### src/rst_pwr_pkg.sv
// package: register map, field positions, reset values and mode codes for reset/power control
package rst_pwr_pkg;

  localparam int          ADDR_W            = 12;
  localparam int          DATA_W            = 8;

  // =====================================================================
  // register map
  localparam logic [11:0] POWER_CONTROL_0_ADDR = 12'hf80;
  localparam logic [11:0] RESET_CAUSE_ADDR     = 12'hff0;  // shared with watchdog_control
  localparam logic [11:0] MODE_STATUS_ADDR     = 12'hf81;
  localparam logic [11:0] OPTION_CTRL_ADDR     = 12'hf82;

  // =====================================================================
  // reset cause field positions
  localparam int          CAUSE_POR_BIT     = 7;
  localparam int          CAUSE_STOP_BIT    = 6;
  localparam int          CAUSE_WDT_BIT     = 5;
  localparam int          CAUSE_EXT_BIT     = 4;
  localparam logic [3:0]  CAUSE_RSVD_VAL    = 4'h0;

  // =====================================================================
  // power control fields
  localparam int          PWR_BROWNOUT_BIT  = 4;
  localparam int          PWR_ADC_BIT       = 2;
  localparam int          PWR_COMP_BIT      = 1;
  localparam logic [7:0]  PWR_RESET_VAL     = 8'h80;

  // =====================================================================
  // mode status fields and option register
  localparam int          MODE_STOP_BIT     = 0;
  localparam int          MODE_HALT_BIT     = 1;
  localparam int          OPT_WDT_RC_EN_BIT = 0;
  localparam int          OPT_WDT_EN_BIT    = 1;
  localparam int          OPT_XTAL_EN_BIT   = 2;
  localparam logic [7:0]  OPT_RESET_VAL     = 8'h03;

  typedef enum logic [2:0] {
    MODE_ACTIVE = 3'b001,
    MODE_HALT   = 3'b010,
    MODE_STOP   = 3'b100
  } power_mode_e;

endpackage

### src/reset_status_power_ctrl.sv
// reset cause recording, stop/halt mode control and peripheral power gating
//
// Added by the designer: the plain strobed port.
`timescale 1ns/1ps

module reset_status_power_ctrl
  import rst_pwr_pkg::*;
(
  input  wire logic                             clk,
  input  wire logic                             rst_n,
  input  wire logic                             por_n,
  input  wire logic [rst_pwr_pkg::ADDR_W-1:0]   addr,
  input  wire logic [rst_pwr_pkg::DATA_W-1:0]   wdata,
  input  wire logic                             wr,
  input  wire logic                             rd,
  output logic      [rst_pwr_pkg::DATA_W-1:0]   rdata,
  input  wire logic                             ext_reset_event,
  input  wire logic                             wdt_reset_event,
  input  wire logic                             debug_reset_event,
  input  wire logic                             brownout_reset_event,
  input  wire logic                             wdt_timeout_event,
  input  wire logic                             stop_gpio_event,
  input  wire logic                             irq_pending,
  input  wire logic                             stop_instr,
  input  wire logic                             halt_instr,
  input  wire logic                             brownout_stop_option,
  output logic                                  watchdog_control_wr,
  output logic      [rst_pwr_pkg::DATA_W-1:0]   watchdog_control,
  output logic                                  cpu_clk_en,
  output logic                                  sys_clk_en,
  output logic                                  osc_en,
  output logic                                  xtal_pins_en,
  output logic                                  wdt_rc_run,
  output logic                                  wdt_logic_run,
  output logic                                  periph_clk_en,
  output logic                                  brownout_en,
  output logic                                  adc_en,
  output logic                                  comp_en
);

  // =====================================================================
  // power-on event capture
  // por_n is the raw power-on reset; rst_n covers every system reset. the
  // first clock after a power-on release reports it once to the flags.
  logic        por_seen;
  logic        por_event;

  always_ff @(posedge clk or negedge por_n) begin
    if (!por_n) begin
      por_seen <= 1'b0;
    end else begin
      por_seen <= 1'b1;
    end
  end

  assign por_event = !por_seen;

  // =====================================================================
  // address decode
  function automatic logic hit(input logic [ADDR_W-1:0] a, input logic [ADDR_W-1:0] base);
    hit = (a == base);
  endfunction

  logic        cause_read;
  logic [3:0]  flags;
  power_mode_e mode;
  power_mode_e next_mode;
  logic [7:0]  power_control_0;
  logic [7:0]  option_ctrl;
  logic        halt_exit;
  logic        stop_exit;

  assign cause_read = rd && hit(addr, RESET_CAUSE_ADDR);

  // =====================================================================
  // reset cause flags
  reset_cause_flags u_flags (
    .clk               (clk),
    .rst_n             (rst_n),
    .por_event         (por_event),
    .ext_reset_event   (ext_reset_event),
    .wdt_reset_event   (wdt_reset_event),
    .debug_reset_event (debug_reset_event),
    .wdt_timeout_event (wdt_timeout_event),
    .stop_gpio_event   (stop_gpio_event),
    .in_stop           (mode == MODE_STOP),
    .clear_read        (cause_read),
    .flags             (flags)
  );

  // =====================================================================
  // register writes
  // power control lives on the power-on reset alone so that watchdog and
  // pin resets keep the peripherals as software left them
  always_ff @(posedge clk or negedge por_n) begin
    if (!por_n) begin
      power_control_0 <= PWR_RESET_VAL;
    end else if (wr && hit(addr, POWER_CONTROL_0_ADDR)) begin
      power_control_0 <= wdata;  // reserved bits stored as written
    end
  end

  always_ff @(posedge clk or negedge rst_n) begin
    if (!rst_n) begin
      option_ctrl <= OPT_RESET_VAL;
    end else if (wr && hit(addr, OPTION_CTRL_ADDR)) begin
      option_ctrl <= wdata;
    end
  end

  // writes to the shared address go to watchdog control, never to the flags
  always_ff @(posedge clk or negedge rst_n) begin
    if (!rst_n) begin
      watchdog_control_wr <= 1'b0;
      watchdog_control    <= 8'h00;
    end else begin
      watchdog_control_wr <= wr && hit(addr, RESET_CAUSE_ADDR);
      if (wr && hit(addr, RESET_CAUSE_ADDR)) begin
        watchdog_control <= wdata;
      end
    end
  end

  // =====================================================================
  // read path, data one cycle after the strobe
  always_ff @(posedge clk or negedge rst_n) begin
    if (!rst_n) begin
      rdata <= 8'h00;
    end else if (rd) begin
      if (hit(addr, RESET_CAUSE_ADDR)) begin
        rdata <= {flags, CAUSE_RSVD_VAL};
      end else if (hit(addr, POWER_CONTROL_0_ADDR)) begin
        rdata <= power_control_0;
      end else if (hit(addr, MODE_STATUS_ADDR)) begin
        rdata <= {6'h00, mode == MODE_HALT, mode == MODE_STOP};
      end else if (hit(addr, OPTION_CTRL_ADDR)) begin
        rdata <= option_ctrl;
      end else begin
        rdata <= 8'h00;
      end
    end else begin
      rdata <= 8'h00;
    end
  end

  // =====================================================================
  // low-power mode state
  // resets (por, brownout, pin, watchdog reset) arrive through rst_n as well;
  // the event inputs also end halt in case the reset is still being staged
  assign halt_exit = irq_pending || wdt_timeout_event || wdt_reset_event
                   || brownout_reset_event || ext_reset_event;
  assign stop_exit = stop_gpio_event || wdt_timeout_event || wdt_reset_event
                   || ext_reset_event || debug_reset_event;

  always_comb begin
    next_mode = mode;
    case (mode)
      MODE_ACTIVE: begin
        if (stop_instr) begin
          next_mode = MODE_STOP;
        end else if (halt_instr) begin
          next_mode = MODE_HALT;
        end
      end
      MODE_HALT: begin
        if (halt_exit) begin
          next_mode = MODE_ACTIVE;
        end
      end
      MODE_STOP: begin
        if (stop_exit) begin
          next_mode = MODE_ACTIVE;
        end
      end
      default: begin
        next_mode = MODE_ACTIVE;
      end
    endcase
  end

  always_ff @(posedge clk or negedge rst_n) begin
    if (!rst_n) begin
      mode <= MODE_ACTIVE;
    end else begin
      mode <= next_mode;
    end
  end

  // =====================================================================
  // clock and power enables, all registered
  // enables other than wdt_logic_run follow next_mode so they switch on the same edge as the mode
  logic stop_n;
  logic run_n;

  assign stop_n = (next_mode != MODE_STOP);
  assign run_n  = (next_mode == MODE_ACTIVE);

  always_ff @(posedge clk or negedge rst_n) begin
    if (!rst_n) begin
      cpu_clk_en    <= 1'b1;
      sys_clk_en    <= 1'b1;
      osc_en        <= 1'b1;
      xtal_pins_en  <= 1'b0;
      wdt_rc_run    <= 1'b1;
      wdt_logic_run <= 1'b1;
      periph_clk_en <= 1'b1;
    end else begin
      cpu_clk_en    <= run_n;
      sys_clk_en    <= stop_n;
      osc_en        <= stop_n;
      xtal_pins_en  <= stop_n && option_ctrl[OPT_XTAL_EN_BIT];
      // in halt the watchdog oscillator runs regardless; in stop only if enabled
      wdt_rc_run    <= !stop_n ? option_ctrl[OPT_WDT_RC_EN_BIT] : 1'b1;
      wdt_logic_run <= option_ctrl[OPT_WDT_EN_BIT];
      periph_clk_en <= stop_n;
    end
  end

  // peripheral gates are on por_n so a system reset cannot glitch them on
  always_ff @(posedge clk or negedge por_n) begin
    if (!por_n) begin
      brownout_en <= 1'b0;
      adc_en      <= 1'b0;
      comp_en     <= 1'b0;
    end else begin
      brownout_en <= !power_control_0[PWR_BROWNOUT_BIT]
                     && (stop_n || brownout_stop_option);
      adc_en      <= !power_control_0[PWR_ADC_BIT] && stop_n;
      comp_en     <= !power_control_0[PWR_COMP_BIT] && stop_n;
    end
  end

endmodule

### src/reset_cause_flags.sv
// reset cause flags: event-driven set/clear with clear-on-read
`timescale 1ns/1ps

module reset_cause_flags
  import rst_pwr_pkg::*;
(
  input  wire logic       clk,
  input  wire logic       rst_n,
  input  wire logic       por_event,
  input  wire logic       ext_reset_event,
  input  wire logic       wdt_reset_event,
  input  wire logic       debug_reset_event,
  input  wire logic       wdt_timeout_event,
  input  wire logic       stop_gpio_event,
  input  wire logic       in_stop,
  input  wire logic       clear_read,
  output logic      [3:0] flags
);

  logic [3:0] next_flags;
  logic       smr_gpio;
  logic       smr_wdt;
  logic       wdt_run;

  assign smr_gpio = in_stop && stop_gpio_event;
  // a watchdog expiry in stop recovers the part whether it is set for reset or interrupt
  assign smr_wdt  = in_stop && (wdt_timeout_event || wdt_reset_event);
  assign wdt_run  = !in_stop && (wdt_timeout_event || wdt_reset_event);

  // flags[3]=por, [2]=stop, [1]=wdt, [0]=ext
  always_comb begin
    next_flags = flags;
    if (clear_read) begin
      next_flags = 4'h0;
    end
    // events evaluated after the read clear so a coincident set wins
    if (por_event || debug_reset_event) begin
      next_flags = 4'h8;
    end else if (ext_reset_event) begin
      next_flags = 4'h1;
    end else if (smr_wdt) begin
      next_flags = 4'h6;
    end else if (smr_gpio) begin
      next_flags = 4'h4;
    end else if (wdt_reset_event) begin
      next_flags = 4'h2;
    end else if (wdt_run) begin
      next_flags[3] = 1'b0;
      next_flags[2] = 1'b0;
      next_flags[1] = 1'b1;
    end
  end

  always_ff @(posedge clk or negedge rst_n) begin
    if (!rst_n) begin
      flags <= 4'h8;
    end else begin
      flags <= next_flags;
    end
  end

endmodule

### config.mk
export PLATFORM = sky130hd
export DESIGN_NAME = reset_status_power_ctrl
export DESIGN_NICKNAME = d
export VERILOG_FILES = /design/src/rst_pwr_pkg.sv /design/src/reset_status_power_ctrl.sv /design/src/reset_cause_flags.sv
export SDC_FILE = /design/constraint.sdc
export NUM_CORES = 1
export LEC_CHECK = 0
export ABC_CLOCK_PERIOD_IN_PS = 1800
export CAP_MARGIN = 20
export CORE_MARGIN = 1.5
export CORE_UTILIZATION = 55
export DETAILED_ROUTE_END_ITERATION = 10
export DONT_BUFFER_PORTS = 1
export PLACE_DENSITY = 0.77
export RECOVER_POWER = 50
export SLEW_MARGIN = 20
export SYNTH_ARGS = -nofsm -noshare
export SYNTH_HDL_FRONTEND = slang
export SYNTH_SLANG_ARGS = --single-unit
### constraint.sdc
create_clock -name clk -period 1.8 [get_ports clk]
set_input_delay 0.45 -clock clk [delete_from_list [all_inputs] [get_ports clk]]
set_output_delay 0.45 -clock clk [all_outputs]
set_load 0.05 [all_outputs]
==> results.sh, run 1 <==
export IMPL_status="completed"
export IMPL_num_rows=22
export IMPL_avgRoutedWirePerCell_um=20.3
export IMPL_route_vias_total=1327
export IMPL_root_buffer="clkbuf_8"
export IMPL_postCtsSetupBuffers=0
export IMPL_worstSetupPathType="in -> reg"
export IMPL_layout_common_cells="dfrtp_1, mux2_2, o21ai_0"
export IMPL_syn_inst=160
export IMPL_critPathMaxStageDelay_ns=0.34
export IMPL_yosys_area_share_simple=0.179
export IMPL_slowest_stage="mux2_2"
export IMPL_tightest_slew_ns=0.893
export IMPL_place_congestion=0.817
export IMPL_fin_ws_ns=0.229
export IMPL_ys_seq_elements=49
export IMPL_grt_use_total=0.233
export IMPL_cap_violations=0
export IMPL_leakage_nw=1.07
export IMPL_drt_iter0_markers=57
export IMPL_nets=207
export IMPL_slew_headroom=0.405
export IMPL_port_buffers=0
export IMPL_synth_compound_area_frac=0.0619
export IMPL_cp_max_fo=8
export IMPL_synth_cell_type_count=39
export IMPL_wirelength_um=4490
export IMPL_ios=62
export IMPL_hold_ws_ns=0.278
export IMPL_cp_arrival_ns=1.76
export IMPL_cts_tree="built"
export IMPL_path_clk_slew_ns=0.09
export IMPL_insertion_delay_ns=0.30
export IMPL_rsz0062_at_grt="false"
export IMPL_start_util=0.575
export IMPL_drc=0
export IMPL_first_pass_iters=4
export IMPL_dieArea_um2=4240
export IMPL_worstHoldPathType="in -> reg"
export IMPL_ys_seq_area_frac=0.583
export IMPL_cts_max_level=2
export IMPL_fp_dieW_um=65.1
export IMPL_synthArstFlopShare=1.00
export IMPL_layout_drive_gt1_share=0.301
export IMPL_dp_slack_ns=0.0323
export IMPL_pwr_density_cell_nw_per_um2=1080
export IMPL_synth_area_per_cell_um2=13.3
export IMPL_ant_nets=0
export IMPL_yosys_warnings=0
export IMPL_grt_pass1_wl_um=7140
export IMPL_period_minus_slack_ns=1.57
export IMPL_synthFlopType="dfrtp_1"
export IMPL_grt_pass1_vias=1425
export IMPL_crit_path_end="power_control_0[3]"
export IMPL_diodes=0
export IMPL_synthXorXnorAreaFrac=0
export IMPL_r2r_end="mode[0]"
export IMPL_antenna_found_initial=0
export IMPL_skew_ns=0.00754
export IMPL_area_growth_synth_to_final_pct=10.2
export IMPL_die_y_um=65.1
export IMPL_cts_sinks=49
export IMPL_drv_slew=0
export IMPL_synth_mux_area_frac=0.156
export IMPL_clk_path_buf_depth=2
export IMPL_timing_final_crit_share=0.873
export IMPL_mostFrequentLayoutCell="dfrtp_1"
export IMPL_gr_total_overflow=0
export IMPL_cts_made_buffers=5
export IMPL_startpoint_type="input port"
export IMPL_r2r_start="mode[2]"
export IMPL_dp_hpwl_um=3310
export IMPL_grt_max_degree=38
export IMPL_peakVddDrop_mv=0.929
export IMPL_setup_viol_count_final=0
export IMPL_worstRegToRegCells=3
export IMPL_synth_top_family_by_area="simple AND/OR/NAND/NOR gates"
export IMPL_cp_required_ns=1.99
export IMPL_syn_num_nets=195
export IMPL_fmax_mhz=636
export IMPL_synth_fa_ha_area_frac=0
export IMPL_crit_chain="nand4bb_4, nor3_1, buf_4, nand3_2, mux2_2"
export IMPL_worstSetupStartpoint="addr[2]"
export IMPL_syn_cell_area_um2=2120
export IMPL_r2r_slack_ns=0.31
export IMPL_tns_ns=0
export IMPL_finalHoldViolations=0
export IMPL_avgViaCountPerCell=6.00
export IMPL_synth_edf_count=0
export IMPL_core_area_um2=3690
export IMPL_end_kind="register"
[state kept, by name, summed over array words and instances (netlist names)]
name                 count
brownout_en              1
cpu_clk_en               1
wdt_rc_run               1
mode                     3
watchdog_control_wr      1
option_ctrl              8
periph_clk_en            1
xtal_pins_en             1
rdata                    8
comp_en                  1
por_seen                 1
u_flags.flags            4
adc_en                   1
power_control_0          8
wdt_logic_run            1
watchdog_control         8
[final cells by class]
cell class | instances | area, µm²
clock inverters | 1 | 30.0
multi-input cells | 104 | 817
clock buffers | 7 | 86.3
well taps | 48 | 60.1
fillers | 295 | 1350
repair buffers | 9 | 95.1
flip-flops and latches | 49 | 1240
inverters | 3 | 11.3
[where the power goes]
group / switching, mW / internal (mW) / leakage [nW]
combinational: 0.198 / 0.110 / 0.371
sequential: 0.202 / 1.21 / 0.636
clock: 0.349 / 0.453 / 0.0585
[per-layer routing]
metal	global-route usage	wire length, µm
met1	0.279	1780
met2	0.392	2280
met3	0.0736	355
met4	0.0938	73
met5	0	0
[synth_stat cells (2+ instances only)]
cell | count | area [µm²]
a211oi_1 | 2 | 15.0
a21oi_1 | 4 | 20.0
a22oi_1 | 2 | 15.0
and3_1 | 3 | 18.8
buf_4 | 3 | 22.5
dfrtp_1 | 40 | 1000
dfstp_2 | 9 | 236
inv_1 | 3 | 11.3
mux2_2 | 24 | 270
mux2i_1 | 6 | 60.1
nand2_1 | 6 | 22.5
nand2b_1 | 5 | 31.3
nand3_1 | 4 | 20.0
nor2_1 | 6 | 22.5
nor2b_1 | 2 | 12.5
nor3_1 | 2 | 10.0
nor4_1 | 3 | 18.8
o21ai_0 | 11 | 55.1
or3_4 | 2 | 22.5
or3b_2 | 2 | 17.5
or4_1 | 2 | 15.0
or4_4 | 2 | 22.5
[critical path: cells and delay by family]
kind / cells / cell delay [ns]
mux: 1 / 0.34
simple gates: 3 / 0.78
buf+inv: 1 / 0.19
[cell families after synthesis]
| family | count (synthesis) |
|---|---|
| and+or+nand+nor | 51 |
| DFF | 49 |
| muxes | 30 |
| AOI/OAI and AO/OA | 22 |
| buffers and inverters | 7 |
| other | 1 |
[worst min path at each step]
stage          depth (start not counted)  slack [ns]                  to       startpoint
3_3_place_gp                           0        0.15  power_control_0[3]            por_n
2_1_floorplan                          0        0.15              adc_en            por_n
6_report                               1        0.28    u_flags.flags[0]  ext_reset_event
4_1_cts                                1        0.27    u_flags.flags[0]  ext_reset_event
3_5_place_dp                           0        0.15  power_control_0[3]            por_n
5_1_grt                                1        0.28  power_control_0[4]         wdata[4]
[through the flow]
stage,std cells,cell area (µm²),power [mW],util
final,221,2340,2.52,0.634
after global routing,221,2340,2.60,0.634
after CTS,221,2380,2.54,0.645
after detailed placement,210,2220,1.71,0.603
after global placement,210,2220,1.69,0.603
after floorplan,160,2120,1.65,-
[timing repair]
action,in CTS,in global routing
endpoints found under the hold margin,49,0
gates resized for setup,0,0
hold buffers,3,0
Power figures use the tool's default switching activity.
==> run 2, diff against run 1 <==
--- a/config.mk
+++ b/config.mk
@@ -5,13 +5,13 @@
 export SDC_FILE = /design/constraint.sdc
 export NUM_CORES = 1
 export LEC_CHECK = 0
-export ABC_CLOCK_PERIOD_IN_PS = 1800
+export ABC_CLOCK_PERIOD_IN_PS = 1700
 export CAP_MARGIN = 20
 export CORE_MARGIN = 1.5
-export CORE_UTILIZATION = 55
+export CORE_UTILIZATION = 27
 export DETAILED_ROUTE_END_ITERATION = 10
 export DONT_BUFFER_PORTS = 1
-export PLACE_DENSITY = 0.77
+export PLACE_DENSITY = 0.47
 export RECOVER_POWER = 50
 export SLEW_MARGIN = 20
 export SYNTH_ARGS = -nofsm -noshare
==> constraint.sdc (replaced) <==
create_clock -name clk -period 1.7 [get_ports clk]
set_input_delay 0.425 -clock clk [delete_from_list [all_inputs] [get_ports clk]]
set_output_delay 0.425 -clock clk [all_outputs]
set_load 0.05 [all_outputs]
==> results.sh, run 2 (same netlist as run 1, synthesis figures left out) <==
export IMPL_status="completed"
export IMPL_leakage_nw=1.06
export IMPL_diodes=0
export IMPL_finalHoldViolations=0
export IMPL_total_power_mw=2.64
export IMPL_path_clk_slew_ns=0.09
export IMPL_worstSetupPathType="in -> reg"
export IMPL_route_vias_total=1315
export IMPL_hold_ws_ns=0.259
export IMPL_tightest_slew_ns=0.926
export IMPL_grt_max_degree=38
export IMPL_cap_violations=0
export IMPL_insertion_delay_ns=0.30
export IMPL_core_area_um2=7650
export IMPL_cts_sinks=49
export IMPL_layout_drive_gt1_share=0.320
export IMPL_avgRoutedWirePerCell_um=17.4
export IMPL_area_growth_synth_to_final_pct=14.2
export IMPL_grt_use_total=0.123
export IMPL_timing_final_crit_share=0.938
export IMPL_grt_pass1_wl_um=7910
export IMPL_cp_arrival_ns=1.78
export IMPL_worstHoldPathType="in -> reg"
export IMPL_drv_slew=0
export IMPL_clk_path_buf_depth=2
export IMPL_dp_hpwl_um=3690
export IMPL_nets=209
export IMPL_ant_nets=0
export IMPL_antenna_found_initial=0
export IMPL_start_util=0.277
export IMPL_r2r_start="mode[0]"
export IMPL_avgViaCountPerCell=4.75
export IMPL_cts_max_level=2
export IMPL_cts_made_buffers=5
export IMPL_peakVddDrop_mv=0.443
export IMPL_fmax_mhz=627
export IMPL_min_from="ext_reset_event"
export IMPL_nFillCells=789
export IMPL_die_y_um=91.6
export IMPL_layout_common_cells="dfrtp_1, mux2_2, o21ai_0"
export IMPL_port_buffers=0
export IMPL_rsz0062_at_grt="false"
export IMPL_startpoint_type="input port"
export IMPL_gr_total_overflow=0
export IMPL_grt_met3_usage=0.0456
export IMPL_dieArea_um2=8400
export IMPL_period_minus_slack_ns=1.59
export IMPL_root_buffer="clkbuf_8"
export IMPL_cp_required_ns=1.89
export IMPL_num_rows=32
export IMPL_ctsResizeCount=0
export IMPL_drc=0
export IMPL_use_met2=0.198
export IMPL_skew_ns=0.0135
export IMPL_ios=62
export IMPL_met1_usage=0.157
export IMPL_setup_viol_count_final=0
export IMPL_end_kind="register"
export IMPL_cts_tree="built"
export IMPL_worstSetupStartpoint="addr[2]"
export IMPL_mostFrequentLayoutCell="dfrtp_1"
export IMPL_place_congestion=0.714
export IMPL_busiest_layer="met2"
export IMPL_fp_dieW_um=91.6
export IMPL_drt_iter0_markers=36
export IMPL_slew_headroom=0.383
export IMPL_pwr_density_cell_nw_per_um2=1090
export IMPL_cp_max_fo=8
export IMPL_grt_pass1_vias=1484
export IMPL_first_pass_iters=4
export IMPL_wirelength_um=4820
[run 2: changes by cell type in the layout (fill, tap and decap cells not counted), sizes merged]
cell	change
clkinv	+1
clkbuf	+2
buf	-1
[run 2: final cells by class]
cell class,count,area (µm²),share of cell area
Clock buffer,6,72.6,0.0300
Clock inverter,2,38.8,0.0160
Inverter,3,11.3,0.00465
Multi-Input combinational cell,104,836,0.345
Sequential cell,49,1240,0.511
Tap cell,102,128,0.0527
Timing Repair Buffer,11,98.8,0.0408
[run 2: metrics by stage]
step / cell area (µm²) / TNS [ns] / utilization / setup slack [ns] / cells
5_1_grt: 2420 / 0 / 0.317 / 0.0573 / 277
2_1_floorplan: 2120 / 0 / - / 0.00326 / 160
6_report: 2420 / 0 / 0.317 / 0.106 / 277
3_3_place_gp: 2310 / -0.230 / 0.302 / -0.0516 / 266
4_1_cts: 2460 / 0 / 0.321 / 0.222 / 277
3_5_place_dp: 2310 / -0.509 / 0.302 / -0.0538 / 266
[run 2: what timing repair did]
item	4_1_cts	5_1_grt
buffers inserted	0	0
hold buffers	3	0
hold endpoints to repair	49	0
[run 2: final timing paths]
path / to / slack [ns] / depth (start not counted)
max in group asynchronous: u_flags.flags[1] / 0.31 / 2
worst min register to register: wdt_logic_run / 0.42 / 0
worst max register to register: xtal_pins_en / 0.23 / 5
min in group asynchronous: power_control_0[2] / 0.59 / 1
worst min-delay path: u_flags.flags[0] / 0.26 / 1
worst max-delay path: power_control_0[4] / 0.11 / 5
[run 2: critical path, cell delays in order]
cell	delay (ns)
nand4bb_4	0.23
nor3_2	0.12
clkbuf_1	0.21
nand3_1	0.39
mux2_2	0.41
[run 2: metal layers]
layer	wire (µm)	part of all wire	vias up
met1	2070	0.43	664
met4	17	0.0035	0
li1	-	-	604
met2	2330	0.48	45
met3	390	0.081	2
met5	0	0	-
[run 2: where the power goes]
group	switching (mW)	internal, mW
Clock	0.378	0.442
Sequential	0.211	1.28
Combinational	0.213	0.122
==> run 3, diff against run 2 <==
--- a/config.mk
+++ b/config.mk
@@ -5,6 +5,7 @@
 export SDC_FILE = /design/constraint.sdc
 export NUM_CORES = 1
 export LEC_CHECK = 0
+export ABC_AREA = 1
 export ABC_CLOCK_PERIOD_IN_PS = 1700
 export CAP_MARGIN = 20
 export CORE_MARGIN = 1.5
==> results.sh, run 3 <==
export IMPL_worstRegToRegCells=4
export IMPL_routed_wl_met2_um=2350
export IMPL_grt_pass1_vias=1642
export IMPL_core_area_um2=8130
export IMPL_first_pass_iters=4
export IMPL_holdPathEnd="option_ctrl[1]"
export IMPL_skew_ns=0.00735
export IMPL_synth_edf_count=0
export IMPL_dieArea_um2=8850
export IMPL_insertion_delay_ns=0.31
export IMPL_tightest_slew_ns=0.652
export IMPL_diodes=0
export IMPL_fp_dieW_um=94.1
export IMPL_grt_pass1_wl_um=8200
export IMPL_syn_inst=263
export IMPL_antenna_found_initial=0
export IMPL_cts_max_level=2
export IMPL_clk_path_buf_depth=2
export IMPL_tns_ns=0
export IMPL_ys_seq_area_frac=0.552
export IMPL_yosysMostFrequentCell="nand2_1"
export IMPL_internal_power_mw=1.71
export IMPL_period_minus_slack_ns=1.49
export IMPL_synth_commonest_cells="nand2_1, inv_1, dfrtp_1"
export IMPL_synth_cell_type_count=23
export IMPL_cap_violations=0
export IMPL_worstSetupPathType="reg -> out"
export IMPL_finalHoldViolations=0
export IMPL_synth_top_area_cell="dfrtp_1"
export IMPL_leakage_nw=1.25
export IMPL_avgRoutedWirePerCell_um=13.2
export IMPL_synth_area_per_cell_um2=8.52
export IMPL_synthArstFlopShare=1.00
export IMPL_num_rows=33
export IMPL_port_buffers=0
export IMPL_timing_final_crit_share=0.876
export IMPL_grt_use_total=0.121
export IMPL_power_share_switching=0.333
export IMPL_setup_viol_count_final=0
export IMPL_slew_headroom=0.564
export IMPL_layout_drive_gt1_share=0.0996
export IMPL_synth_top_area_frac=0.447
export IMPL_route_vias_total=1611
export IMPL_cp_top_family="flip-flops"
export IMPL_drv_slew=0
export IMPL_area_growth_synth_to_final_pct=10.2
export IMPL_syn_cell_area_um2=2240
export IMPL_status="completed"
export IMPL_wirelength_um=4970
export IMPL_synthTopCellsByArea="dfrtp_1, nand2_1, dfstp_2"
export IMPL_fin_ws_ns=0.211
export IMPL_r2r_end="brownout_en"
export IMPL_cp_max_fo=3
export IMPL_pwr_density_cell_nw_per_um2=1040
export IMPL_dp_cells=365
export IMPL_min_from="wdata[1]"
export IMPL_ctsResizeCount=0
export IMPL_root_buffer="clkbuf_8"
export IMPL_placed_cell_area_um2=2360
export IMPL_grt_max_degree=38
export IMPL_layout_common_cells="nand2_1, inv_1, dfrtp_1"
export IMPL_place_congestion=0.791
export IMPL_cts_tree="built"
export IMPL_crit_chain="buf_12"
export IMPL_cp_arrival_ns=1.06
export IMPL_peakVddDrop_mv=0.311
export IMPL_clock_power_share=0.293
export IMPL_fmax_mhz=672
export IMPL_ys_seq_elements=49
export IMPL_wl_met1_um=2100
export IMPL_p_comb_frac=0.139
export IMPL_cp_num_buf_inv=1
export IMPL_cp_required_ns=1.27
export IMPL_highest_layer="met4"
export IMPL_cts_made_buffers=5
export IMPL_path_clk_slew_ns=0.09
export IMPL_dp_hpwl_um=3830
export IMPL_ant_nets=0
export IMPL_die_y_um=94.1
export IMPL_end_kind="output port"
export IMPL_drc=0
export IMPL_final_area_um2=2470
export IMPL_gr_total_overflow=0
export IMPL_r2r_start="mode[1]"
export IMPL_cts_hold_buf=3
export IMPL_dp_slack_ns=0.148
export IMPL_p_seq_frac=0.569
export IMPL_r2r_slack_ns=0.29
export IMPL_critPathMaxStageDelay_ns=0.55
export IMPL_start_util=0.275
export IMPL_avgViaCountPerCell=4.28
export IMPL_min_delay_path_depth=2
export IMPL_slowest_stage="dfstp_2"
export IMPL_syn_num_nets=298
export IMPL_wl_met3_um=484
export IMPL_mostFrequentLayoutCell="nand2_1"
export IMPL_switchingPower_mw=0.857
export IMPL_synthFlopType="dfrtp_1"
export IMPL_final_cells=376
export IMPL_yosys_warnings=0
export IMPL_ios=62
export IMPL_postCtsSetupBuffers=0
export IMPL_nets=305
export IMPL_worstHoldPathType="in -> reg"
export IMPL_startpoint_type="register"
export IMPL_rsz0062_at_grt="false"
export IMPL_drt_iter0_markers=47
export IMPL_cts_sinks=49
[run 3: power groups by stage]
stage,clock network [mW],logic (mW),registers [mW]
floorplan,0,0.240,1.50
global route,0.828,0.398,1.47
detailed placement,0,0.327,1.49
global placement,0,0.325,1.49
finish,0.752,0.356,1.46
CTS,0.781,0.364,1.46
[run 3: metrics by stage]
stage	utilization	hold slack, ns	power [mW]
after floorplan	-	0.129	1.74
after global placement	0.290	0.130	1.81
after detailed placement	0.290	0.130	1.81
after CTS	0.307	0.180	2.61
after global routing	0.303	0.207	2.70
final	0.303	0.200	2.57
[run 3: worst max path at each step]
stage,from,to,slack [ns],cells past startpoint
2_1_floorplan,periph_clk_en,periph_clk_en,0.35,1
3_3_place_gp,addr[9],rdata[7],0.14,9
3_5_place_dp,addr[9],rdata[7],0.15,9
4_1_cts,periph_clk_en,osc_en,0.20,1
5_1_grt,addr[9],watchdog_control[4],0.13,7
6_report,periph_clk_en,osc_en,0.21,1
[run 3: logic make-up (layout without fill, tap and decap cells)]
family          Yosys count  after routing  synth area share
compound gates           35             35            0.0838
other cells               1              1           0.00167
flops                    49             49             0.552
simple gates            127            127             0.265
buf+inv                  51             59            0.0977
[run 3: final cells by class]
cell class / count / area, µm²
Timing Repair Buffer: 6 / 75.1
Fill cell: 870 / 5670
Tap cell: 105 / 131
Clock inverter: 2 / 17.5
Inverter: 45 / 169
Sequential cell: 49 / 1240
Clock buffer: 6 / 82.6
Multi-Input combinational cell: 163 / 756
[run 3: layer usage]
layer  vias to the layer above  global-route usage
li1                        838                   -
met1                       722               0.142
met2                        47               0.199
met3                         4              0.0534
met4                         0              0.0373
met5                         -                   0
